==> src/logic/can_filter_defs.svh <==
`ifndef CAN_FILTER_DEFS_SVH
`define CAN_FILTER_DEFS_SVH

// Direct register offsets (outside the paged window)
`define ADDR_PAGE_SELECT 8'h6F
`define ADDR_INIT_CONTROL 8'h68
// Paged window bounds
`define WINDOW_BASE 8'h70
`define WINDOW_ODD_BASE 8'h78
// Page numbers
`define PAGE_FILTERS_01 3'h2
`define PAGE_FILTERS_23 3'h3
`define PAGE_FILTERS_45 3'h4
`define PAGE_CONFIG 3'h6
// Configuration page offsets
`define ADDR_MODE_LOW_GROUP 8'h78
`define ADDR_MODE_HIGH_GROUP 8'h79
`define ADDR_CONFIG_PAIR_01 8'h7A
`define ADDR_CONFIG_PAIR_23 8'h7B
`define ADDR_CONFIG_PAIR_45 8'h7C
// Field positions inside a pair configuration register
`define ACTIVE_EVEN_BIT 0
`define SCALE_EVEN_LSB 1
`define FIFO_EVEN_BIT 3
`define ACTIVE_ODD_BIT 4
`define SCALE_ODD_LSB 5
`define FIFO_ODD_BIT 7
// Writable masks and reset values
`define CONFIG_WRITE_MASK 8'h77
`define CONFIG_RESET 8'h00
`define MODE_HIGH_GROUP_MASK 8'h0F
`define MODE_RESET 8'h00
`define PAGE_RESET 3'h0
`define INIT_CONTROL_RESET 1'b1

`endif

==> src/logic/can_filter_pkg.sv <==
package can_filter_pkg;
  typedef logic [7:0] byte_type;
  typedef logic [2:0] page_type;
  typedef enum logic [1:0] {
    BUS_IDLE = 2'b00,
    BUS_READ = 2'b01
  } bus_phase_type;
endpackage

==> src/logic/filter_store_if.sv <==
`timescale 1ns/1ps
interface filter_store_if;
  logic write_enable;
  logic [5:0] write_index;
  logic [7:0] write_data;
  logic [5:0] read_index;
  logic [7:0] read_data;
  modport owner (output write_enable, output write_index, output write_data, output read_index, input read_data);
  modport store (input write_enable, input write_index, input write_data, input read_index, output read_data);
endinterface

==> src/logic/filter_bit_store.sv <==
`timescale 1ns/1ps
// Forty-eight filter-bit bytes, eight per filter; no reset, contents start undefined
module filter_bit_store (
  input wire logic CLOCK,
  filter_store_if.store port
);
  logic [7:0] storage [0:47];

  // Plain write port; read is combinational, registered by the owner
  always_ff @(posedge CLOCK) begin
    if (port.write_enable) begin
      storage[port.write_index] <= port.write_data;
    end
  end

  assign port.read_data = storage[port.read_index];
endmodule

==> src/logic/can_acceptance_filter_config.sv <==
// Our own choice: the plain strobed port.
`timescale 1ns/1ps
`include "can_filter_defs.svh"
module can_acceptance_filter_config (
  input wire logic CLOCK,
  input wire logic RESETN,
  input wire logic [7:0] ADDRESS,
  input wire can_filter_pkg::byte_type WRITE_DATA,
  input wire logic WRITE_STROBE,
  input wire logic READ_STROBE,
  output can_filter_pkg::byte_type READ_DATA,
  output logic [5:0] FILTER_ACTIVE,
  output logic [11:0] FILTER_SCALE,
  output logic [5:0] HIGH_HALF_LIST_MODE,
  output logic [5:0] LOW_HALF_LIST_MODE,
  output logic [5:0] FILTER_FIFO_ASSIGN
);
  import can_filter_pkg::*;

  byte_type filter_mode_low_group;
  byte_type filter_mode_high_group;
  byte_type filter_config_pair_01;
  byte_type filter_config_pair_23;
  byte_type filter_config_pair_45;
  page_type page_number;
  logic init_mode;
  byte_type direct_read;
  byte_type next_read_data;
  logic [5:0] active_all;
  logic window_hit;
  logic [2:0] window_pair;
  logic [5:0] byte_index;
  logic byte_page;
  logic byte_write_ok;

  filter_store_if store_port ();

  filter_bit_store bytes_inst (
    .CLOCK(CLOCK),
    .port(store_port)
  );

  // Pair config write: reserved bits stay zero, scale held outside init mode
  function automatic byte_type merge_config(input byte_type old_value, input byte_type new_value,
                                            input logic init);
    byte_type result;
    result = new_value & `CONFIG_WRITE_MASK;
    if (!init) begin
      result[`SCALE_EVEN_LSB +: 2] = old_value[`SCALE_EVEN_LSB +: 2];
      result[`SCALE_ODD_LSB +: 2] = old_value[`SCALE_ODD_LSB +: 2];
    end
    return result;
  endfunction

  // Map a window offset on a filter page to a byte slot 0..47
  function automatic logic [5:0] slot_of(input page_type page, input byte_type addr);
    logic [2:0] pair;
    pair = page - `PAGE_FILTERS_01;
    return {pair, 3'b000} + {pair, 3'b000} + {2'b00, addr[3:0]};
  endfunction

  assign active_all = {filter_config_pair_45[`ACTIVE_ODD_BIT], filter_config_pair_45[`ACTIVE_EVEN_BIT],
                       filter_config_pair_23[`ACTIVE_ODD_BIT], filter_config_pair_23[`ACTIVE_EVEN_BIT],
                       filter_config_pair_01[`ACTIVE_ODD_BIT], filter_config_pair_01[`ACTIVE_EVEN_BIT]};

  // Window decode; page 2 is filters 0/1, even filter in the low eight bytes
  assign window_hit = ((ADDRESS & 8'hF0) == `WINDOW_BASE);
  assign byte_page = (page_number == `PAGE_FILTERS_01) || (page_number == `PAGE_FILTERS_23) ||
                     (page_number == `PAGE_FILTERS_45);
  assign window_pair = page_number - `PAGE_FILTERS_01;
  assign byte_index = slot_of(page_number, ADDRESS);
  // An active filter locks its bytes so the matcher never sees a half-written pattern
  assign byte_write_ok = !active_all[{window_pair[1:0], ADDRESS[3]}];

  // Store port: bytes are opaque here, identifier/mask meaning lives in the matcher
  assign store_port.write_enable = WRITE_STROBE && window_hit && byte_page && byte_write_ok;
  assign store_port.write_index = byte_index;
  assign store_port.write_data = WRITE_DATA;
  assign store_port.read_index = byte_index;

  // Page select register
  always_ff @(posedge CLOCK or negedge RESETN) begin
    if (!RESETN) begin
      page_number <= `PAGE_RESET;
    end else if (WRITE_STROBE && ADDRESS == `ADDR_PAGE_SELECT) begin
      page_number <= WRITE_DATA[2:0];
    end
  end

  // Initialisation mode request bit; starts in init so filters can be set up
  always_ff @(posedge CLOCK or negedge RESETN) begin
    if (!RESETN) begin
      init_mode <= `INIT_CONTROL_RESET;
    end else if (WRITE_STROBE && ADDRESS == `ADDR_INIT_CONTROL) begin
      init_mode <= WRITE_DATA[0];
    end
  end

  // Mode registers, changed only by software writes on page 6
  always_ff @(posedge CLOCK or negedge RESETN) begin
    if (!RESETN) begin
      filter_mode_low_group <= `MODE_RESET;
      filter_mode_high_group <= `MODE_RESET;
    end else if (WRITE_STROBE && page_number == `PAGE_CONFIG) begin
      if (ADDRESS == `ADDR_MODE_LOW_GROUP) begin
        filter_mode_low_group <= WRITE_DATA;
      end
      if (ADDRESS == `ADDR_MODE_HIGH_GROUP) begin
        filter_mode_high_group <= WRITE_DATA & `MODE_HIGH_GROUP_MASK;
      end
    end
  end

  // Pair configuration registers
  always_ff @(posedge CLOCK or negedge RESETN) begin
    if (!RESETN) begin
      filter_config_pair_01 <= `CONFIG_RESET;
      filter_config_pair_23 <= `CONFIG_RESET;
      filter_config_pair_45 <= `CONFIG_RESET;
    end else if (WRITE_STROBE && page_number == `PAGE_CONFIG) begin
      if (ADDRESS == `ADDR_CONFIG_PAIR_01) begin
        filter_config_pair_01 <= merge_config(filter_config_pair_01, WRITE_DATA, init_mode);
      end
      if (ADDRESS == `ADDR_CONFIG_PAIR_23) begin
        filter_config_pair_23 <= merge_config(filter_config_pair_23, WRITE_DATA, init_mode);
      end
      if (ADDRESS == `ADDR_CONFIG_PAIR_45) begin
        filter_config_pair_45 <= merge_config(filter_config_pair_45, WRITE_DATA, init_mode);
      end
    end
  end

  // Read mux for the registered registers; unmapped and reserved read zero
  always_comb begin
    direct_read = 8'h00;
    if (ADDRESS == `ADDR_PAGE_SELECT) begin
      direct_read = {5'b0_0000, page_number};
    end else if (ADDRESS == `ADDR_INIT_CONTROL) begin
      direct_read = {7'b000_0000, init_mode};
    end else if (page_number == `PAGE_CONFIG) begin
      case (ADDRESS)
        `ADDR_MODE_LOW_GROUP: direct_read = filter_mode_low_group;
        `ADDR_MODE_HIGH_GROUP: direct_read = filter_mode_high_group;
        `ADDR_CONFIG_PAIR_01: direct_read = filter_config_pair_01;
        `ADDR_CONFIG_PAIR_23: direct_read = filter_config_pair_23;
        `ADDR_CONFIG_PAIR_45: direct_read = filter_config_pair_45;
        default: direct_read = 8'h00;
      endcase
    end
  end

  always_comb begin
    next_read_data = 8'h00;
    if (READ_STROBE) begin
      next_read_data = (window_hit && byte_page) ? store_port.read_data : direct_read;
    end
  end

  // Read data stands only in the cycle after the strobe
  always_ff @(posedge CLOCK or negedge RESETN) begin
    if (!RESETN) begin
      READ_DATA <= 8'h00;
    end else begin
      READ_DATA <= next_read_data;
    end
  end

  // Configuration outputs toward the matcher, registered
  always_ff @(posedge CLOCK or negedge RESETN) begin
    if (!RESETN) begin
      FILTER_ACTIVE <= 6'h00;
      FILTER_SCALE <= 12'h000;
      HIGH_HALF_LIST_MODE <= 6'h00;
      LOW_HALF_LIST_MODE <= 6'h00;
      FILTER_FIFO_ASSIGN <= 6'h00;
    end else begin
      FILTER_ACTIVE <= active_all;
      FILTER_SCALE <= {filter_config_pair_45[6:5], filter_config_pair_45[2:1],
                       filter_config_pair_23[6:5], filter_config_pair_23[2:1],
                       filter_config_pair_01[6:5], filter_config_pair_01[2:1]};
      HIGH_HALF_LIST_MODE <= {filter_mode_high_group[3], filter_mode_high_group[1],
                              filter_mode_low_group[7], filter_mode_low_group[5],
                              filter_mode_low_group[3], filter_mode_low_group[1]};
      LOW_HALF_LIST_MODE <= {filter_mode_high_group[2], filter_mode_high_group[0],
                             filter_mode_low_group[6], filter_mode_low_group[4],
                             filter_mode_low_group[2], filter_mode_low_group[0]};
      FILTER_FIFO_ASSIGN <= 6'h00; // FIFO assign bits forced zero in this layout
    end
  end
endmodule

==> config.mk <==
export PLATFORM = sky130hd
export DESIGN_NAME = can_acceptance_filter_config
export DESIGN_NICKNAME = d
export VERILOG_FILES = /design/src/logic/can_filter_pkg.sv /design/src/logic/filter_store_if.sv /design/src/logic/filter_bit_store.sv /design/src/logic/can_acceptance_filter_config.sv
export VERILOG_INCLUDE_DIRS = /design/src /design/src/logic
export SDC_FILE = /design/constraint.sdc
export NUM_CORES = 1
export LEC_CHECK = 0
export BUFFER_PORTS_ARGS = -buffer_cell sky130_fd_sc_hd__buf_4
export CORE_ASPECT_RATIO = 0.6
export CORE_MARGIN = 5
export CORE_UTILIZATION = 40
export CTS_CLUSTER_SIZE = 28
export DETAILED_ROUTE_END_ITERATION = 16
export PLACE_DENSITY = 0.62
export SLEW_MARGIN = 20
export SYNTH_ARGS = -nofsm -noshare
export SYNTH_HDL_FRONTEND = slang
export SYNTH_SLANG_ARGS = --single-unit
==> constraint.sdc <==
create_clock -name CLOCK -period 2.7 [get_ports CLOCK]
set_input_delay 0.405 -clock CLOCK [delete_from_list [all_inputs] [get_ports CLOCK]]
set_output_delay 0.405 -clock CLOCK [all_outputs]
set_load 0.05 [all_outputs]
### Yosys cells after proc, flatten, opt, wreduce, memory -nomap -nowiden

Memory sizes are Yosys's and may differ from the RTL's.
Index checks and enable logic that the tools add are counted.

| word-level totals | value |
|---|---|
| register bits | 72 |
| bits in writable memories | 384 |
| input port bits | 20 |
| output and inout port bits | 44 |
| logic and storage cells | 60 |
| memories | 1 |

Memories:

| memory | words | bits a word | read ports | clocked after memory_dff | write ports | RTL line | text |
|---|---|---|---|---|---|---|---|
| bytes_inst.storage | 48 | 8 | 1 | 0 | 1 | filter_bit_store.sv:7 | `logic [7:0] storage [0:47];` |

| cells by class | value |
|---|---|
| $add $sub $neg | 3 |
| order comparisons | 1 |
| equal/unequal tests | 12 |
| mux-type cells | 10 |
| reductions and logical operators | 18 |

Operators by type and width:

| cell | count |
|---|---|
| 8-bit by 7-bit == test with 1-bit output (second input constant) | 7 |
| 8-bit 2-to-1 mux | 5 |
| 8-bit one-hot mux with 5 select lines | 1 |
| 2-bit AND reduction | 5 |
| 3-bit AND reduction | 3 |
| 1-bit logical AND | 7 |
| 6-bit by 4-bit adder with 6-bit output | 1 |
| 6-bit adder | 1 |
| 3-bit by 2-bit == test with 1-bit output (second input constant) | 2 |
| 3-bit == test (second input constant) | 2 |
| 4-bit by 3-bit == test with 1-bit output (second input constant) | 1 |
| 3-bit by 4-bit < comparator with 1-bit output (second input constant) | 1 |
| 1-bit binary-select mux with 3-bit select | 1 |
| 1-bit 2-to-1 mux | 3 |
| 3-bit by 2-bit subtractor with 3-bit output (second input constant) | 1 |
| 1-bit logical OR | 2 |
| 1-bit zero test | 1 |

### Depth between registers and ports, before layout

Gate-level depths: netlist of the first run.

| depth | value |
|---|---|
| depth in word-level cells | 7 |
| mapped depth | 10 |
| depth with buffers taken out | 5 |

### Modules after synthesis

From an unflattened synthesis of the first run, not the netlist that was laid out.

| unflattened totals | value |
|---|---|
| cells, all modules | 999 |
| area total of the unflattened synthesis | 18193.7 um^2 |

By module, submodules not included:

| module | times used | cells an instance | area an instance (um^2) | sequential area each (um^2) |
|---|---|---|---|---|
| filter_bit_store | 1 | 785 | 15189.6 | 11531.1 |
| can_acceptance_filter_config | 1 | 214 | 3004.1 | 1803.0 |

### Least setup slack after synthesis of the first run

Ideal clock, no wire load.

| path | value |
|---|---|
| path type | flip-flop to flip-flop |
| start | reg page_number[1] |
| end | mem bytes_inst.storage[41][0] (enable) |
| setup time | 0.383 ns |
| data arrival time | 2.246 ns |
| required time | 2.317 ns |
| path slack | 0.070 ns |
| stages on the path, launching flop included | 7 |
| buffers on the path | 1 |
| period minus slack after synthesis | 2.630 ns |
| path through | dfrtp_1 -> buf_4 -> and3_1 -> a211o_1 -> a211oi_2 -> nand3_1 -> nor3_1 |

| on the way | value |
|---|---|
| cells in the longest elaborated chain, start to end | 7 |
| elaborated cells between the ends (all ways) | 15 |
| those cells by class | add/sub: 3; eq/ne: 3; mux: 4; reduce/logical: 5 |

RTL lines:

| item | RTL line | text |
|---|---|---|
| start: declaration | can_acceptance_filter_config.sv:25 | `page_type page_number;` |
| start signal: assignment | can_acceptance_filter_config.sv:84 | `` page_number <= `PAGE_RESET; `` |
| start signal: assignment | can_acceptance_filter_config.sv:86 | `page_number <= WRITE_DATA[2:0];` |
| parallel branches: the longest is 7 deep, another holds 6-bit adder | n/a |  |
| end: declaration | filter_bit_store.sv:7 |  |

Several ways; the timed one is not identified. The select of a mux whose other input is x is not followed.

### Final worst setup path of the first run

| path | value |
|---|---|
| start | reg page_number[0] |
| end | reg READ_DATA[1] |

| on the way | value |
|---|---|
| cells in the longest elaborated chain, start to end | 6 |
| elaborated cells between the ends (all ways) | 16 |
| those cells by class | add/sub: 3; eq/ne: 4; mux: 5; reduce/logical: 3; memory: 1 |

RTL lines:

| item | RTL line | text |
|---|---|---|
| 3-bit by 2-bit subtractor with 3-bit output (no line), or another cell as far along | n/a |  |
| 6-bit adder, or another cell as far along | can_acceptance_filter_config.sv:59 | `return {pair, 3'b000} + {pair, 3'b000} + {2'b00, addr[3:0]};` |
| 6-bit by 4-bit adder with 6-bit output, or another cell as far along | can_acceptance_filter_config.sv:59 |  |
| memory read 48 x 8 bit, or another cell as far along | n/a |  |
| 8-bit 2-to-1 mux * | can_acceptance_filter_config.sv:155 | `next_read_data = (window_hit && byte_page) ? store_port.read_data : direct_read;` |
| 8-bit 2-to-1 mux * | can_acceptance_filter_config.sv:154 | `if (READ_STROBE) begin` |
| net next_read_data[1] | can_acceptance_filter_config.sv:28 | `byte_type next_read_data;` |
| end signal: assignment | can_acceptance_filter_config.sv:164 | `READ_DATA <= next_read_data;` |
| end: declaration | can_acceptance_filter_config.sv:11 | `output can_filter_pkg::byte_type READ_DATA,` |

Mark *: on every way through the listed nets, which the timed path passes. The rest lies on a longest branch.
A chain may end at the register's enable or synchronous reset.

==> flow_summary.yaml, run 1 <==
worst_setup_path:
  worstPathCellList: "buf_4 -> nand3b_1 -> nor3_1 -> or3_1 -> or4_1 -> a22oi_1"
  worst_setup_path_start_kind: "register"
  cp-end-kind: "register"
  ff2ff_setup_slack_ps: 120
  rr_endpoint: "READ_DATA[1]"
  worstSetupPathType: "reg -> reg"
  startpoint: "page_number[0]"
  worstRegToRegCells: 6
  critPathArrivalTime_ps: 3030
  critical_path.endpoint: "READ_DATA[1]"
  slowest_delay_ps: 570
  crit_required_ps: 3150
  slowest_stage: "dfrtp_1"
  r2r_start: "page_number[0]"
  crit_path_max_fanout: 12
clock_network:
  tritoncts: "done"
  clk_latency_ps: 560
  cts.sinks: 456
  cts-root-buf: "clkbuf_16"
  cts.clk_slew.worst_paths_ps: 70
  cts_resized: 0
  cts_buffers: 39
  htreeDepth: 2
  clock_path_buffers: 3
route:
  vias: 9828
  first_iter_violations: 1162
  wl_mm: 45.3
  post_drt_via_cell_ratio: 5.64
  antenna_left: 0
  routedWlPerCell_um: 26.0
  drcViolationCount: 0
  first_pass_iters: 5
yosys:
  synth.most_common_cell: "edfxtp_1"
  synth_top_area_cell: "edfxtp_1"
  synth.top_cell.area_share_pct: 64.3
  ys.flop_type: "edfxtp_1"
  ys_top_cells_by_count: "edfxtp_1 (384), mux4_2 (82), dfrtp_1 (71)"
  yosys_warnings: 0
  synth_edf_count: 384
  ys_types: 58
  ys_seq_elements: 456
  syn_avg_cell_area_um2: 18.9
  synth_seq_area_share_pct: 74.3
  syn_inst: 950
  async_reset_ff_share_pct: 15.8
  ys_top_cells_by_area: "edfxtp_1 (64%), mux4_2 (10%), dfrtp_1 (9.9%), mux2_2 (2.6%), mux2i_1 (2.1%)"
  syn_area_um2: 17900
floorplanning:
  dieWidth_um: 283
  die-area_um2: 49300
  dieHeight_um: 174
  num_rows: 60
  initial_utilization_pct: 40.2
  ios: 64
  core_um2: 44600
placed_design:
  gp_congestion: 0.895
  port_buffers: 57
  dp_hpwl_mm: 29.2
run:
  drv_cap: 0
global_route:
  antenna_found_initial: 0
  grt_max_degree: 73
  grt_first_pass_wirelength_mm: 67.1
  grt_pass1_vias: 9836
  overflow: 0
  grt_usage_pct: 18.1
sta:
  grt_setup_unrepaired: "false"
  finalCritPeriodShare_pct: 95.5
  setup_viol: 0
  finalCriticalPeriod_ps: 2580
  hold_viol: 26
  drv_slew: 0
  fmaxAchievable_mhz: 388
  fin_setup_tns_ps: 0
  hold_ws_ps: -30.4
  tightest_slew_ps: 912
  max_slew_margin_pct: 39.2
  fin_skew_ps: 27.3
power:
  switching_power_mw: 2.90
  combPwrFrac_pct: 4.9
  power_mw: 13.7
  power.internal_mw: 10.8
  peakVddDrop_v: 0.000505
  powerDensity_nw_per_um2: 653
  swShare_pct: 21.1
  p_seq_share_pct: 55.7
  p_leak_nw: 7.42
  p_clk_share_pct: 39.4
cells_and_area:
  seqCellArea_um2: 13300
  nets: 1144
  area_growth_pct: 17.2
  multiInputGateArea_um2: 4260
  fill_cells: 3779
  drive_gt1_share_pct: 32.2
  diodes: 0
worst_hold_path:
  worstHoldPathType: "in -> async"
status:
  violations: "hold timing"
  outcome: "complete, but fails checks"
## cells by family (layout without fill, tap and decap cells)
kind of cell | after synthesis | in the layout | share of synthesized area (%)
buffers and inverters | 63 | 261 | 2.04
other | 1 | 6 | 0.0209
and+or+nand+nor | 180 | 180 | 5.27
muxes | 160 | 160 | 14.9
DFF | 456 | 456 | 74.3
AOI/OAI and AO/OA | 90 | 90 | 3.42
## metal layers
| layer | vias up | GRT usage [%] | wire, µm |
|---|---|---|---|
| met1 | 5120 | 29.3 | 21200 |
| met5 | - | 0 | 0 |
| met4 | 0 | 2.93 | 698 |
| met2 | 481 | 24.7 | 18800 |
| met3 | 64 | 5.26 | 4590 |
| li1 | 4163 | - | - |
## power groups by stage
stage | logic [mW] | registers, mW | clock network, mW
floorplan | 0.358 | 7.79 | 0
global placement | 0.667 | 7.79 | 0
detailed placement | 0.678 | 7.79 | 0
CTS | 0.678 | 7.64 | 5.51
global route | 0.722 | 7.64 | 5.84
finish | 0.676 | 7.64 | 5.41
## stage by stage
step	std cells	hold WS (ps)	utilization, %	worst slack [ps]	instance area, µm²
CTS	1739	2.06	47.1	103	21000
finish	1742	-30.4	47.2	121	21000
detailed placement	1669	387	44.4	7.79	19800
floorplan	955	109	-	70.4	18000
global route	1742	60.6	47.2	25.0	21000
global placement	1669	375	44.4	59.7	19800
## worst max-delay path, delay by kind of cell (launching register included)
family / cells / cell delay (ps)
flip-flops: 1 / 570
AO/OA/AOI/OAI: 1 / 270
AND/OR/NAND/NOR: 4 / 1370
buffers and inverters: 1 / 260
## timing repair
item | 4_1_cts | 5_1_grt
buffers inserted | 0 | 3
hold endpoints to repair | 0 | 0
hold buffers | 0 | 0
setup endpoints to repair | 0 | 46
## sequential cells by signal, indices dropped and copies added, names as in the netlist
| signal | flops |
|---|---|
| bytes_inst.storage | 384 |
| FILTER_SCALE | 12 |
| READ_DATA | 8 |
| filter_mode_low_group | 8 |
| FILTER_ACTIVE | 6 |
| HIGH_HALF_LIST_MODE | 6 |
| LOW_HALF_LIST_MODE | 6 |
| filter_config_pair_01 | 6 |
| filter_config_pair_23 | 6 |
| filter_config_pair_45 | 6 |
| filter_mode_high_group | 4 |
| page_number | 3 |
| init_mode | 1 |
## worst min-delay path by stage
stage | start | end | slack (ps)
after floorplan | RESETN | FILTER_ACTIVE[0] | 110
after global placement | filter_config_pair_23[6] | FILTER_SCALE[7] | 380
after detailed placement | filter_config_pair_23[6] | FILTER_SCALE[7] | 390
after CTS | RESETN | LOW_HALF_LIST_MODE[0] | 2
after global routing | RESETN | FILTER_ACTIVE[1] | 60
final | RESETN | FILTER_ACTIVE[1] | -30
## layout make-up
| type | instances | area share (%) |
|---|---|---|
| multi-input cells | 436 | 20.3 |
| clock inverters | 21 | 0.744 |
| clock buffers | 49 | 4.97 |
| repair buffers | 186 | 7.02 |
| well taps | 589 | 3.50 |
| flip-flops and latches | 456 | 63.4 |
| inverters | 5 | 0.0893 |
## layout by cell type, fill, tap and decap left out, drive strengths merged, types with 5 or more instances in the layout
cell type,Yosys,final
nor2,59,59
inv,5,8
edfxtp,384,384
nand4,7,7
o21ai,24,24
nor3,15,15
o22ai,10,10
mux2i,37,37
dfrtp,71,71
o211ai,7,7
mux2,41,41
nand3,18,18
nand2,27,27
a221oi,6,6
clkinv,0,16
nor2b,11,11
mux4,82,82
a21oi,6,6
conb,1,6
clkbuf,13,49
nor3b,9,9
nand2b,5,5
nand3b,5,5
a22oi,13,13
a211oi,7,7
buf,45,186
Power figures use the tool's default switching activity.
==> run 2: changes to the inputs <==
--- a/config.mk
+++ b/config.mk
@@ -9,10 +9,10 @@
 export BUFFER_PORTS_ARGS = -buffer_cell sky130_fd_sc_hd__buf_4
 export CORE_ASPECT_RATIO = 0.6
 export CORE_MARGIN = 5
-export CORE_UTILIZATION = 40
+export CORE_UTILIZATION = 55
 export CTS_CLUSTER_SIZE = 28
 export DETAILED_ROUTE_END_ITERATION = 16
-export PLACE_DENSITY = 0.62
+export PLACE_DENSITY = 0.79
 export SLEW_MARGIN = 20
 export SYNTH_ARGS = -nofsm -noshare
 export SYNTH_HDL_FRONTEND = slang
==> constraint.sdc (replaced) <==
create_clock -name CLOCK -period 2.7 [get_ports CLOCK]
set_input_delay 0.405 -clock CLOCK [delete_from_list [all_inputs] [get_ports CLOCK]]
set_output_delay 0.405 -clock CLOCK [all_outputs]
set_load 0.02 [all_outputs]
==> run 2 against run 1 <==
- the flow now finishes without violations
- register-to-register slack lost 100 ps
- critical path depth did not move
- count of clock-buffer cells in the layout fell by 4
- worst setup slack lost 100 ps
- critical path type unchanged
==> flow_summary.yaml, run 2 (synthesis results as in run 1) <==
run:
  drv_cap: 0
placed_design:
  dp_hpwl_mm: 26.6
  post-place-ws_ps: 31.0
  port_buffers: 57
  gp_congestion: 0.935
worst_setup_path:
  worstSetupPathType: "reg -> reg"
  cp-end-kind: "register"
  crit_path_max_fanout: 14
  worstPathCellList: "buf_4 -> nand3b_1 -> o22ai_1 -> a21oi_1 -> nand3_1 -> a221oi_1"
  critPathArrivalTime_ps: 3070
  worst_setup_path_start_kind: "register"
  slowest_delay_ps: 500
  slowest_stage: "dfrtp_1"
  crit_required_ps: 3080
sta:
  tightest_slew_ps: 871
  fin_setup_tns_ps: 0
  hold_viol: 0
  fmaxAchievable_mhz: 373
  setup_viol: 0
  grt_setup_unrepaired: "false"
  drv_slew: 0
  max_slew_margin_pct: 41.9
  finalCritPeriodShare_pct: 99.4
  fin_skew_ps: 13.7
  finalCriticalPeriod_ps: 2680
  setup_slack_ps: 16.4
global_route:
  grt_use_met2_pct: 34.7
  grt_usage_pct: 23.5
  overflow: 0
  met1_usage_pct: 34.4
  grt_max_degree: 73
  grt_first_pass_wirelength_mm: 63.1
  grtUsageMet3_pct: 8.37
  antenna_found_initial: 1
  grt_pass1_vias: 9780
  top_usage_layer: "met2"
floorplanning:
  die-area_um2: 36500
  initial_utilization_pct: 55.6
  num_rows: 51
  dieWidth_um: 243
  core_um2: 32300
  ios: 64
  dieHeight_um: 150
cells_and_area:
  seqCellArea_um2: 13300
  area_growth_pct: 15.1
  final_common_cell: "edfxtp_1"
  final_core_utilization_pct: 63.9
  reg_top3: "bytes_inst.storage: 384 flops, FILTER_SCALE: 12 flops"
  fill_cells: 2101
  nets: 1114
  final_cell_mix: "edfxtp_1 (384), buf_4 (150), mux4_2 (82)"
  regMostFlops: "bytes_inst.storage"
  drive_gt1_share_pct: 29.9
  diodes: 0
  multiInputGateArea_um2: 4270
  largest_reg_flops: 384
clock_network:
  htreeDepth: 2
  clock_path_buffers: 3
  cts-root-buf: "clkbuf_16"
  cts_buffers: 38
  post_cts_buffers: 0
  tritoncts: "done"
  cts.sinks: 456
  cts.clk_slew.worst_paths_ps: 70
  clk_latency_ps: 540
route:
  first_iter_violations: 1324
  wl_mm: 42.6
  antenna_left: 0
  routedWlPerCell_um: 27.5
  vias: 9842
  drcViolationCount: 0
  post_drt_via_cell_ratio: 6.37
  first_pass_iters: 5
status:
  outcome: "finished clean"
power:
  peakVddDrop_v: 0.000509
  p_leak_nw: 7.29
  powerDensity_nw_per_um2: 674
worst_hold_path:
  worstHoldPathType: "in -> reg"
-- run 2: cell count changes in the layout (fill, tap and decap cells not counted) --
cell           change
clkbuf_8           -1
buf_12             -1
clkinv_1           +6
bufinv_16          +4
nand3_1            -1
nand3_2            +1
clkbuf_1           -2
buf_4             -29
inv_6              -2
dlygate4sd3_1      +1
clkbuf_16          -1
clkinv_2           -6
-- run 2: where the power goes --
part	switching (mW)	internal [mW]
sequential	0.00655	7.63
combinational	0.409	0.230
clock	2.43	3.22
total	2.84	11.1
-- run 2: path summary, 6_finish.rpt --
path	from	end	slack, ps	depth (start not counted)
worst max register to register	page_number[0]	READ_DATA[0]	20	6
worst max-delay path	page_number[0]	READ_DATA[0]	20	6
min in group asynchronous	RESETN	FILTER_ACTIVE[2]	530	2
max in group asynchronous	RESETN	READ_DATA[6]	1600	2
worst min-delay path	READ_STROBE	READ_DATA[7]	210	3
worst min register to register	filter_mode_low_group[3]	HIGH_HALF_LIST_MODE[1]	400	0
-- run 2: what timing repair did --
action,CTS,global route
setup endpoints to repair,0,41
resized for setup,0,1
hold buffers,1,0
endpoints found under the hold margin,1,0
-- run 2: critical path, delay by kind of cell, from the launching register on --
kind | cells | cell delay (ps)
flops | 1 | 500
buf+inv | 1 | 250
compound gates | 3 | 1060
simple gates | 2 | 710
-- run 2: metrics by stage --
| step | total power, mW | hold WS, ps | cells | area, µm² |
|---|---|---|---|---|
| 6_report | 13.9 | 209 | 1546 | 20600 |
| 5_1_grt | 14.3 | 186 | 1546 | 20600 |
| 4_1_cts | 14.0 | 180 | 1546 | 20600 |
| 3_5_place_dp | 8.42 | 389 | 1477 | 19400 |
| 3_3_place_gp | 8.41 | 382 | 1477 | 19400 |
| 2_1_floorplan | 8.14 | 109 | 955 | 18000 |
-- run 2: final cells by class --
type                    count  share of cell area (%)
repair buffers            157                    6.04
inverters                   5                  0.0909
flip-flops and latches    456                    64.6
multi-input cells         436                    20.7
clock inverters            23                    1.22
clock buffers              45                    4.84
well taps                 424                    2.57
-- run 2: layer usage --
layer / up-vias / share of wire, %
met3: 73 / 13
met1: 5004 / 40
met2: 666 / 45
met5: - / 0.031
met4: 2 / 2.0
li1: 4097 / -
==> run 3: changes to the inputs <==
--- a/config.mk
+++ b/config.mk
@@ -12,7 +12,7 @@
 export CORE_UTILIZATION = 55
 export CTS_CLUSTER_SIZE = 28
 export DETAILED_ROUTE_END_ITERATION = 16
-export PLACE_DENSITY = 0.79
+export PLACE_DENSITY = 0.76
 export SLEW_MARGIN = 20
 export SYNTH_ARGS = -nofsm -noshare
 export SYNTH_HDL_FRONTEND = slang
==> constraint.sdc (replaced) <==
create_clock -name CLOCK -period 3 [get_ports CLOCK]
set_input_delay 0.45 -clock CLOCK [delete_from_list [all_inputs] [get_ports CLOCK]]
set_output_delay 0.45 -clock CLOCK [all_outputs]
set_load 0.02 [all_outputs]
==> run 3 against run 2 <==
- count of clock-buffer cells in the layout grew 1
- final cell count shrank 0.19%
- first-iteration DRC count shrank 4.4%
- global-route usage shrank 0.54 points
==> flow_summary.yaml, run 3 (synthesis results as in run 1) <==
clock_network:
  hold_buffers: 0
  post_cts_buffers: 0
  cts.clk_slew.worst_paths_ps: 60
  clk_latency_ps: 550
  tritoncts: "done"
  cts_resized: 0
  cts-root-buf: "clkbuf_16"
  htreeDepth: 2
  clock_path_buffers: 3
  cts.sinks: 456
  cts_buffers: 39
cells_and_area:
  stdcell_count: 1543
  final_cell_mix: "edfxtp_1 (384), buf_4 (143), mux4_2 (82)"
  drive_gt1_share_pct: 30.7
  seqCellArea_um2: 13300
  final_core_utilization_pct: 64.0
  area_growth_pct: 15.1
  multiInputGateArea_um2: 4260
  fin_area_um2: 20700
  diodes: 0
  reg_top3: "bytes_inst.storage: 384 flops, FILTER_SCALE: 12 flops"
  largest_reg_flops: 384
  fill_cells: 2180
  regMostFlops: "bytes_inst.storage"
  final_common_cell: "edfxtp_1"
  nets: 1108
global_route:
  grt_first_pass_wirelength_mm: 62.0
  grt_pass1_vias: 9555
  grt_usage_pct: 23.0
  overflow: 0
  grt_max_degree: 73
  antenna_found_initial: 1
worst_setup_path:
  startpoint: "page_number[1]"
  slowest_stage: "dfrtp_1"
  ff2ff_setup_slack_ps: 190
  rr_endpoint: "bytes_inst.storage[20][0]"
  slowest_delay_ps: 510
  crit_path_max_fanout: 16
  worstRegToRegCells: 8
  worstPathCellList: "buf_4 -> nand2b_1 -> o21ai_0 -> a211oi_2 -> buf_4 -> nand3_1 -> nor2_1 -> buf_4"
  worstSetupPathType: "reg -> reg"
  worst_setup_path_start_kind: "register"
  cp-end-kind: "register"
  critPathArrivalTime_ps: 3070
  crit_top_cell: "buf_4"
  crit_required_ps: 3260
  r2r_start: "page_number[1]"
floorplanning:
  dieWidth_um: 243
  die-area_um2: 36500
  ios: 64
  num_rows: 51
  core_um2: 32300
  initial_utilization_pct: 55.6
  dieHeight_um: 150
sta:
  tightest_slew_ps: 884
  fmaxAchievable_mhz: 356
  finalCritPeriodShare_pct: 93.6
  setup_slack_ps: 192
  setup_viol: 0
  finalCriticalPeriod_ps: 2810
  grt_setup_unrepaired: "false"
  drv_slew: 0
  max_slew_margin_pct: 41.1
  hold_ws_ps: 23.9
  fin_skew_ps: 18.5
  hold_viol: 0
  fin_setup_tns_ps: 0
placed_design:
  place_inst: 1471
  dpl_cell_area_um2: 19300
  gp_congestion: 0.898
  post-place-ws_ps: 83.2
  dp_hpwl_mm: 26.4
  port_buffers: 57
run:
  drv_cap: 0
route:
  drcViolationCount: 0
  vias: 9792
  post_drt_via_cell_ratio: 6.35
  antenna_left: 0
  routedWlPerCell_um: 27.0
  first_pass_iters: 5
  first_iter_violations: 1266
  wl_mm: 41.6
power:
  power_mw: 12.7
  powerDensity_nw_per_um2: 613
  peakVddDrop_v: 0.000589
  p_leak_nw: 7.30
worst_hold_path:
  worstHoldPathType: "in -> async"
status:
  outcome: "finished clean"
## run 3: cell types whose count changed in the layout (fill, tap and decap cells not counted), moves of 3 or more
cell,change
clkinv_1,-8
buf_4,-7
clkinv_2,+7
inv_6,+3
## run 3: power breakdown
part / switching (mW) / total [mW] / internal [mW]
sequential: 0.00669 / 6.88 / 6.87
clock: 2.27 / 5.22 / 2.94
combinational: 0.365 / 0.570 / 0.205
total: 2.64 / 12.7 / 10.0
## run 3: worst max-delay path: cells and delay by family (launching register included)
kind / cells / cell delay [ps]
compound gates: 2 / 400
flops: 1 / 510
simple gates: 3 / 950
buf+inv: 3 / 670
## run 3: layout make-up
cell class	count	share of cell area (%)
Sequential cell	456	64.5
Multi-Input combinational cell	436	20.6
Timing Repair Buffer	150	5.83
Clock buffer	46	5.05
Tap cell	424	2.57
Clock inverter	26	1.30
Inverter	5	0.0908
## run 3: per-layer routing
layer / wire (µm) / GRT usage [%] / vias up
li1: - / - / 4094
met1: 17500 / 35.1 / 5023
met2: 18100 / 32.8 / 601
met3: 5150 / 7.48 / 72
met4: 821 / 5.16 / 2
met5: 20 / 0 / -
## run 3: how the worst max path moves through the flow
stage | cells past startpoint | end
final | 8 | bytes_inst.storage[20][0]
after global routing | 8 | bytes_inst.storage[20][0]
after CTS | 8 | bytes_inst.storage[20][0]
after detailed placement | 6 | bytes_inst.storage[20][0]
after global placement | 7 | bytes_inst.storage[21][7]
after floorplan | 6 | bytes_inst.storage[41][0]
